**config.mk**
```make
export PLATFORM = sky130hd
export DESIGN_NAME = wid_core
export DESIGN_NICKNAME = d
export VERILOG_FILES = /design/src/wid_pkg.sv /design/src/wid_core.sv
export SDC_FILE = /design/constraint.sdc
export NUM_CORES = 1
export LEC_CHECK = 0
export ABC_AREA = 1
export ABC_CLOCK_PERIOD_IN_PS = 1900
export BUFFER_PORTS_ARGS = -buffer_cell sky130_fd_sc_hd__buf_2
export CAP_MARGIN = 20
export CORE_MARGIN = 3
export CORE_UTILIZATION = 35
export DETAILED_ROUTE_END_ITERATION = 10
export SLEW_MARGIN = 20
export SYNTH_ARGS = -nofsm -noshare
export SYNTH_HDL_FRONTEND = slang
export SYNTH_SLANG_ARGS = --single-unit
```
**constraint.sdc**
```tcl
create_clock -name sys_clk -period 1.9 [get_ports sys_clk]
set_input_delay 0.285 -clock sys_clk [delete_from_list [all_inputs] [get_ports sys_clk]]
set_output_delay 0.285 -clock sys_clk [all_outputs]
set_load 0.05 [all_outputs]
```
**src/wid_pkg.sv**
```systemverilog
// Package: instruction fields, opcodes and timing for the 12-bit decoder
`default_nettype none
package wid_pkg;
  localparam int INSN_W = 12;
  localparam int DATA_W = 8;
  localparam int FADDR_W = 5;
  localparam int OSC_PER_CYCLE = 4;
  localparam int Q_W = 2;
  localparam logic [1:0] Q_LAST = 2'h3;
  localparam logic [1:0] Q_FIRST = 2'h0;
  localparam int DEST_BIT = 5;
  localparam int BIT_LO = 5;
  localparam int BIT_HI = 7;
  // Lowest opcode bit of the byte, literal and jump formats
  localparam int BOP_LO = 6;
  localparam int LOP_LO = 8;
  localparam int JOP_LO = 9;
  localparam int PDIR_F = 6;
  // Opcodes, byte format uses bits 11..6
  localparam logic [5:0] OP_ADD_FILE = 6'h07;
  localparam logic [5:0] OP_AND_FILE = 6'h05;
  localparam logic [5:0] OP_XOR_FILE = 6'h06;
  localparam logic [5:0] OP_SWAP_FILE = 6'h0e;
  // Literal format uses bits 11..8
  localparam logic [3:0] OP_AND_LIT = 4'he;
  localparam logic [3:0] OP_XOR_LIT = 4'hf;
  // Jump uses bits 11..9
  localparam logic [2:0] OP_JUMP = 3'h5;
  // Direction load: upper nine bits zero, f field 6
  localparam logic [8:0] OP_PDIR_HI = 9'h000;
  localparam logic [11:0] PDIR_WORD = 12'h006;
  localparam logic [7:0] WORK_RESET = 8'h00;
  localparam logic [7:0] PDIR_RESET = 8'hff;
  localparam logic [8:0] PC_RESET = 9'h1ff;

  typedef enum logic [2:0] {
    WID_NOP, WID_ADD, WID_AND, WID_XOR, WID_SWAP, WID_ANDL, WID_XORL,
    WID_PDIR
  } wid_op_type;

  // Decoded instruction fields
  typedef struct packed {
    wid_op_type op;
    logic jump;
    logic dest_file;
    logic [2:0] bit_num;
    logic [4:0] faddr;
    logic [7:0] lit8;
    logic [8:0] lit9;
  } wid_dec_type;

  // Status flags
  typedef struct packed {
    logic carry;
    logic digit_carry_flag;
    logic zero;
  } wid_flags_type;
endpackage : wid_pkg
`default_nettype wire

```
**src/wid_core.sv**
```systemverilog
// Decoder and execute logic for a 12-bit instruction word core
// Function
// - Take single 12-bit words: opcode plus operands
// - Byte format: opcode 11-6, d 5, f 4-0
// - d=0 writes work register, d=1 file
// - Bit format: opcode 11-8, bit 7-5, f
// - Literal format: opcode 11-8, literal 7-0
// - Jump: opcode 11-9, 9-bit target 8-0
// - One cycle; jumps take two cycles
// - Instruction cycle is four oscillator periods
// - Add work and file; update all three flags
// - AND work with file, update Z only
// - AND literal into work, update Z
// - Swap file nibbles, flags unchanged
// - f=6 loads direction register from work
// - XOR literal into work, update Z
// - XOR work with file, update Z
`timescale 1ns/1ps
`default_nettype none
module wid_core (
  input wire logic sys_clk,
  input wire logic rst_b,
  input wire logic [11:0] insn_word,
  input wire logic [7:0] file_rdata,
  output logic [8:0] prog_addr,
  output logic [4:0] file_addr,
  output logic file_we,
  output logic [7:0] file_wdata,
  output logic [7:0] work_reg,
  output logic [7:0] port_dir,
  output wid_pkg::wid_flags_type flags,
  output logic q_end,
  output logic flush
);

  ////////////////////////////////////////////////////////////////////////
  // Quadrature divider: one enable pulse per instruction cycle
  logic [1:0] q_q, q_d;
  always_comb begin
    q_d = q_q + 2'h1;
  end
  always_ff @(posedge sys_clk or negedge rst_b) begin
    if (!rst_b) begin
      q_q <= wid_pkg::Q_FIRST;
    end else begin
      q_q <= q_d;
    end
  end
  assign q_end = (q_q == wid_pkg::Q_LAST);

  ////////////////////////////////////////////////////////////////////////
  // Field split; format chosen by opcode width
  wid_pkg::wid_dec_type dec;
  always_comb begin
    dec = '0;
    dec.dest_file = insn_word[wid_pkg::DEST_BIT];
    dec.faddr = insn_word[wid_pkg::FADDR_W-1:0];
    dec.bit_num = insn_word[wid_pkg::BIT_HI:wid_pkg::BIT_LO];
    dec.lit8 = insn_word[wid_pkg::DATA_W-1:0];
    dec.lit9 = insn_word[wid_pkg::JOP_LO-1:0];
    dec.op = wid_pkg::WID_NOP;
    dec.jump = (insn_word[wid_pkg::INSN_W-1:wid_pkg::JOP_LO]
      == wid_pkg::OP_JUMP);
    case (insn_word[wid_pkg::INSN_W-1:wid_pkg::BOP_LO])
      wid_pkg::OP_ADD_FILE: dec.op = wid_pkg::WID_ADD;
      wid_pkg::OP_AND_FILE: dec.op = wid_pkg::WID_AND;
      wid_pkg::OP_XOR_FILE: dec.op = wid_pkg::WID_XOR;
      wid_pkg::OP_SWAP_FILE: dec.op = wid_pkg::WID_SWAP;
      default: begin
        case (insn_word[wid_pkg::INSN_W-1:wid_pkg::LOP_LO])
          wid_pkg::OP_AND_LIT: dec.op = wid_pkg::WID_ANDL;
          wid_pkg::OP_XOR_LIT: dec.op = wid_pkg::WID_XORL;
          default: begin
            if (insn_word == wid_pkg::PDIR_WORD) begin
              dec.op = wid_pkg::WID_PDIR;
            end
          end
        endcase
      end
    endcase
  end
  assign file_addr = dec.faddr;

  ////////////////////////////////////////////////////////////////////////
  // Execute: result, flags and destination select
  logic [8:0] sum;
  logic [4:0] low_sum;
  logic [7:0] result;
  logic to_file, to_work, z_upd, c_upd;
  always_comb begin
    sum = {1'b0, work_reg} + {1'b0, file_rdata};
    low_sum = {1'b0, work_reg[3:0]} + {1'b0, file_rdata[3:0]};
    result = '0;
    z_upd = 1'b0;
    c_upd = 1'b0;
    to_file = 1'b0;
    to_work = 1'b0;
    case (dec.op)
      wid_pkg::WID_ADD: begin
        result = sum[7:0];
        z_upd = 1'b1;
        c_upd = 1'b1;
      end
      wid_pkg::WID_AND: begin
        result = work_reg & file_rdata;
        z_upd = 1'b1;
      end
      wid_pkg::WID_XOR: begin
        result = work_reg ^ file_rdata;
        z_upd = 1'b1;
      end
      wid_pkg::WID_SWAP: begin
        result = {file_rdata[3:0], file_rdata[7:4]};
      end
      wid_pkg::WID_ANDL: begin
        result = work_reg & dec.lit8;
        z_upd = 1'b1;
      end
      wid_pkg::WID_XORL: begin
        result = work_reg ^ dec.lit8;
        z_upd = 1'b1;
      end
      default: result = '0;
    endcase
    case (dec.op)
      wid_pkg::WID_ADD, wid_pkg::WID_AND, wid_pkg::WID_XOR,
      wid_pkg::WID_SWAP: begin
        to_file = dec.dest_file;
        to_work = !dec.dest_file;
      end
      wid_pkg::WID_ANDL, wid_pkg::WID_XORL: to_work = 1'b1;
      default: to_work = 1'b0;
    endcase
  end

  ////////////////////////////////////////////////////////////////////////
  // Architectural state, committed on the last quarter
  logic [7:0] work_d, pdir_d;
  logic [8:0] pc_q, pc_d;
  logic flush_q, flush_d;
  wid_pkg::wid_flags_type flags_q, flags_d;
  logic exec;
  always_comb begin
    // The word fetched behind a jump is dropped: second cycle of the jump
    exec = q_end && !flush_q;
    work_d = work_reg;
    pdir_d = port_dir;
    flags_d = flags_q;
    pc_d = pc_q;
    flush_d = flush_q;
    if (q_end) begin
      pc_d = pc_q + 9'h001;
      flush_d = 1'b0;
      if (exec) begin
        if (to_work) work_d = result;
        if (dec.op == wid_pkg::WID_PDIR) pdir_d = work_reg;
        if (z_upd) flags_d.zero = (result == '0);
        if (c_upd) begin
          flags_d.carry = sum[8];
          flags_d.digit_carry_flag = low_sum[4];
        end
        if (dec.jump) begin
          pc_d = dec.lit9;
          flush_d = 1'b1;
        end
      end
    end
  end
  always_ff @(posedge sys_clk or negedge rst_b) begin
    if (!rst_b) begin
      work_reg <= wid_pkg::WORK_RESET;
      port_dir <= wid_pkg::PDIR_RESET;
      flags_q <= '0;
      pc_q <= wid_pkg::PC_RESET;
      flush_q <= 1'b0;
    end else begin
      work_reg <= work_d;
      port_dir <= pdir_d;
      flags_q <= flags_d;
      pc_q <= pc_d;
      flush_q <= flush_d;
    end
  end
  assign flags = flags_q;
  assign prog_addr = pc_q;
  assign flush = flush_q;
  assign file_we = exec && to_file;
  assign file_wdata = result;

  ////////////////////////////////////////////////////////////////////////
  // Checks
  property p_quarter;
    @(posedge sys_clk) disable iff (!rst_b)
    q_end |=> !q_end [*3] ##1 q_end;
  endproperty
  a_quarter: assert property (p_quarter) else $error("cycle not 4");
  property p_jump_two;
    @(posedge sys_clk) disable iff (!rst_b)
    (exec && dec.jump) |=> flush ##3 (q_end && !file_we);
  endproperty
  a_jump_two: assert property (p_jump_two)
    else $error("jump slot ran");
  property p_dest;
    @(posedge sys_clk) disable iff (!rst_b)
    (exec && dec.op == wid_pkg::WID_ADD && !dec.dest_file)
      |=> work_reg == $past(sum[7:0]);
  endproperty
  a_dest: assert property (p_dest) else $error("add to work wrong");
  property p_file_wr;
    @(posedge sys_clk) disable iff (!rst_b)
    file_we |-> (dec.dest_file && q_end);
  endproperty
  a_file_wr: assert property (p_file_wr)
    else $error("bad file write");
  property p_zero;
    @(posedge sys_clk) disable iff (!rst_b)
    (exec && z_upd) |=> flags.zero == ($past(result) == 8'h00);
  endproperty
  a_zero: assert property (p_zero) else $error("zero flag wrong");
  property p_swap_flags;
    @(posedge sys_clk) disable iff (!rst_b)
    (exec && dec.op == wid_pkg::WID_SWAP) |=> $stable(flags);
  endproperty
  a_swap_flags: assert property (p_swap_flags)
    else $error("swap flags");
  property p_pdir;
    @(posedge sys_clk) disable iff (!rst_b)
    (exec && insn_word == wid_pkg::PDIR_WORD)
      |=> port_dir == $past(work_reg) && $stable(flags);
  endproperty
  a_pdir: assert property (p_pdir) else $error("direction load");
  property p_nop;
    @(posedge sys_clk) disable iff (!rst_b)
    (exec && dec.op == wid_pkg::WID_NOP && !dec.jump)
      |=> $stable(work_reg) && $stable(flags) && !flush;
  endproperty
  a_nop: assert property (p_nop) else $error("no-op changed state");
  property p_andl;
    @(posedge sys_clk) disable iff (!rst_b)
    (exec && insn_word[11:8] == wid_pkg::OP_AND_LIT)
      |=> work_reg == ($past(work_reg) & $past(insn_word[7:0]));
  endproperty
  a_andl: assert property (p_andl) else $error("and literal");
endmodule : wid_core
`default_nettype wire

```
### Word level (Yosys, flattened, before mapping)

Cells that the tools add are included.
W data, S select, Z words.

* reduce and logical (&&, ||, !) cells: 12
* equality and inequality tests: 16
* bitwise gates (word level): 4
* multiplexer cells: 12
* add/sub/neg operators: 4

Operators with widths (number)
* $pmux W8 S6: 1
* $eq A6 B3 Y1 const B: 3
* $mux W9: 2
* $and A8 B8 Y8: 2
* $xor A8 B8 Y8: 2
* $eq A3 B3 Y1 const B: 5
* $eq A12 B3 Y1 const B: 1
* $pmux W3 S4: 1
* $reduce_and A3 Y1: 4
* $add A8 B8 Y9: 1
* $add A9 B1 Y9 const B: 1
* $eq A4 B4 Y1 const B: 2
* $logic_not A8 Y1: 1
* $eq A3 B2 Y1 const B: 2
* $eq A6 B4 Y1 const B: 1
* $pmux W3 S2: 1
* $add A4 B4 Y5: 1
* $mux W1: 5
* $reduce_or A5 Y1: 1
* $reduce_or A4 Y1: 1
* $eq A3 B1 Y1 const B: 1
* $mux W3: 1
* $add A2 B1 Y2 const B: 1
* $eq A2 B2 Y1 const B: 1
* other kinds (4): 6

* word-level logic and storage cells: 56
* input bits: 22
* output and inout port bits: 44
* flip-flop bits (word level): 31

### Logic depth before layout (Yosys ltp)

* depth after elaboration: 8
* mapped depth: 14
* depth with buffers taken out: 14

### Least setup slack after synthesis

No wires, ideal clock.

* path type: register -> output
* from: reg work_reg[0]
* to: out file_wdata[4]
* slack: -0.507 ns
* path buffers: 0
* data required time: 1.615 ns
* stages on the path, launching flop included: 12
* arrival: 2.122 ns
* cells stage by stage: dfrtp_1 ha_1 inv_1 fa_1 inv_1 nand2_1 nand2_1 nand2_1 nand3_1 nand3_1 nor2_1 inv_1

* longest elaborated chain between the ends: 2

RTL lines
* from (decl): RTL line wid_core.sv:29 `output logic [7:0] work_reg,`
* from (signal assigned): RTL line wid_core.sv:171 `work_reg <= wid_pkg::WORK_RESET;`
* from (signal assigned): RTL line wid_core.sv:177 `work_reg <= work_d;`
* $add A8 B8 Y9: RTL line wid_core.sv:91 `sum = {1'b0, work_reg} + {1'b0, file_rdata};`
* $pmux W8 S6: RTL line wid_core.sv:98 `case (dec.op)`
* to (decl): RTL line wid_core.sv:28 `output logic [7:0] file_wdata,`

Every way passes these cells.

### Worst setup path in the final report

* from: reg work_reg[4]
* to: out file_wdata[7]

Same word-level chain as after synthesis.

==> run metrics <==
Final Power 2648 µW; max-cap viol count 0; Final min period 2.299 ns; Crit path arrival time 2.01 ns; clk root buf clkbuf_8; Hold Vio Cnt, Final 0; CP Launch Type flop; first-pass GRT wire length 15,180 µm; Seq/Total Area, Yosys 29.44%; Pleak roughly 0.0022 µW; area fraction of the dominant cell type after synthesis 17.19%; slew at the pin closest to its max-slew limit between 0.7 and 0.8 ns; Final nets between 500 and 600; R2R depth 16; crit path setup slack, layout -0.3991 ns; Hold-fix buffers, CTS 0; Seq cells post-synth 31; Final ANT Viol Nets 0; final worst path period share 121.0%; initial DRC count 161; Area Overhead vs Synth 53.74%; IO Count between 60 and 70; failing checks setup timing; max frequency 435.0 MHz; Num CTS Buffers 5; drt total wl 9174 µm; largest net degree at the start of global routing 32; Setup violations, final 8; Hold WC Path Type input port to asynchronous set/reset pin; clock sink count 31; Worst Clk Skew 0.005714 ns; Global Route Usage Sum approximately 22%; Detail Placement HPWL 6932 µm; syn avg cell area around 6.6 µm²; syn_nets 445; Hold WS 0.04716 ns; Clk pin slew, worst setup/hold paths around 0.08 ns; share of cells above drive strength 1 between 40% and 50%; CTS tree yes; Vias/cell 4.907; die area 8828 µm²; RSZ-0062 raised after global routing true; Power Density between 600 and 700 nW/µm²; post-synthesis cell type count 33; I/O Buffers 65; vias post-DR 3,160; RePlAce Congestion 0.8957; core area about 7400 µm²; mapped cell area 2708 µm²; crit path capture type primary output; Max H-tree Level 2; crit path max fanout 5; Critical Path Source work_reg[4]; CP endpoint file_wdata[7]; R2R Path Start work_reg[0]; Final Max Slew Viols 0; initial antenna violation count 0; initial core utilization 36.74%; Worst Path Required around 1.6 ns; DR WL/cell 14.25 µm; status complete, but fails checks; Clk Latency, worst-skew pair 0.29 ns; die width 93.96 µm; leading post-synthesis cells by cell area nand2_1 (17%), dfstp_2 (16%), dfrtp_1 (13%); Peak supply drop 0.4467 mV; # fillers 714; Synth Instances 412; cell row count 31; vias in the first global route 3,177; Die Y about 94 µm; Clock Path Buffers 2; residual DRC count 0; total grt overflow 0; Max transition margin 51.13%; cell type with the largest total area after synthesis nand2_1; register-to-register setup slack -0.16 ns; reg2reg end flags[0]; Setup Crit Path Kind flop to primary output; DRT Pass-1 Iters 4; max reg flops 9; Antenna Cells 0; synth warn 0
synth_stat cells:
library cell,instances
o211ai_1,1
nor3_1,3
a211oi_1,1
dfrtp_1,14
xnor2_1,1
a31oi_1,2
nor2_1,34
nor2_2,7
xor2_1,2
dfstp_2,17
ha_1,10
buf_4,5
inv_1,64
a21oi_1,11
nand2_1,124
clkbuf_1,3
inv_2,1
buf_8,1
o22ai_1,4
buf_6,1
nand4_1,7
nand3b_1,4
o21ai_2,1
nand2_2,6
nor2_8,1
nand2_4,2
mux2_2,9
o21ai_0,19
nand3_1,42
o21ai_1,10
fa_1,1
a22oi_1,1
nor2_4,3
how the worst min path moves through the flow:
stage          startpoint       end  slack [ns]  cells after the start
6_report            rst_b  flags[2]        0.05                      1
2_1_floorplan       rst_b  flags[0]       -0.01                      0
3_3_place_gp        rst_b  flags[2]        0.40                      1
3_5_place_dp        rst_b  flags[2]        0.40                      1
4_1_cts             rst_b  flags[2]        0.08                      1
5_1_grt             rst_b  flags[2]        0.10                      1
layout by cell type (no fill, tap or decap), types with 3 or more instances in the layout:
| cell type | n |
|---|---|
| nand2_1 | 103 |
| buf_4 | 60 |
| buf_2 | 55 |
| inv_1 | 53 |
| nand3_1 | 32 |
| nor2_1 | 27 |
| nand2_2 | 25 |
| o21ai_0 | 17 |
| dfstp_2 | 17 |
| buf_6 | 10 |
| nor2_4 | 9 |
| nand3_2 | 9 |
| o21ai_1 | 9 |
| mux2_2 | 9 |
| inv_2 | 8 |
| nor2_2 | 8 |
| a21oi_1 | 8 |
| nand4_1 | 7 |
| ha_4 | 7 |
| dfrtp_1 | 7 |
| dfrtp_2 | 7 |
| clkinvlp_4 | 5 |
| clkbuf_8 | 5 |
| buf_8 | 5 |
| nand2_4 | 4 |
| nand3b_1 | 4 |
| o22ai_1 | 4 |
| a21oi_2 | 3 |
| o21ai_2 | 3 |
| ha_1 | 3 |
| buf_12 | 3 |
through the flow:
stage          std cells  instance area (µm²)  worst slack (ns)  setup TNS (ns)  utilization (%)
6_report             644                 4163           -0.3991          -2.657            56.49
5_1_grt              644                 4163           -0.5202          -3.646            56.49
4_1_cts              645                 3988           -0.3993          -2.939            54.11
3_5_place_dp         624                 3665           -0.1330         -0.7939            49.73
3_3_place_gp         624                 3665           -0.1243         -0.6595            49.73
2_1_floorplan        412                 2818           -0.2021         -0.9562                -
report_power, final:
group / total [µW] / leakage [µW] / internal, µW / switching (µW)
Clock: 545 / 0.0000402 / 255 / 290
Sequential: 904 / 0.000354 / 813 / 91.0
Combinational: 1200 / 0.00178 / 387 / 812
metal layers:
layer  vias up  track usage (%)  routed length, µm
met5         -                0                  0
met2        86            35.42               4347
met1      1477            29.57               4142
li1       1581                -                  -
met3        16            3.766                495
met4         0            7.100                189
repair_timing:
item,CTS,global route
endpoints found under the hold margin,0,0
pin swaps,23,27
buffers inserted,15,7
endpoints found under the setup margin,9,18
gates resized for setup,42,48
final cells by class:
class                   count  area (µm²)  share of cell area [%]
multi-input cells         306        1898                   45.60
repair buffers            135       988.4                   23.75
flip-flops and latches     31       805.8                   19.36
inverters                  65       257.7                   6.192
well taps                  99       123.9                   2.976
clock buffers               5       68.82                   1.653
clock inverters             3       20.02                  0.4809
critical path, stage by stage, from the launching register on:
cell,delay [ns]
dfrtp_2,0.43
ha_4,0.25
nand2_1,0.08
nand2_2,0.07
a21oi_2,0.18
nand3_1,0.11
nand2_1,0.07
nor2_1,0.05
nor2_2,0.20
clkinvlp_4,0.13
buf_8,0.16
logic make-up (layout without fill, tap and decap cells):
logic type	after synthesis	in the layout	share of synthesized area (%)
and+or+nand+nor	233	233	38.77
buffers and inverters	75	208	11.78
adders and majority gates	11	11	5.360
muxes	9	9	3.743
AOI/OAI and AO/OA	50	50	9.935
DFF	31	31	29.44
xor gates and xnor gates	3	3	0.9706
Note: power is estimated with default switching activity, not from simulation.
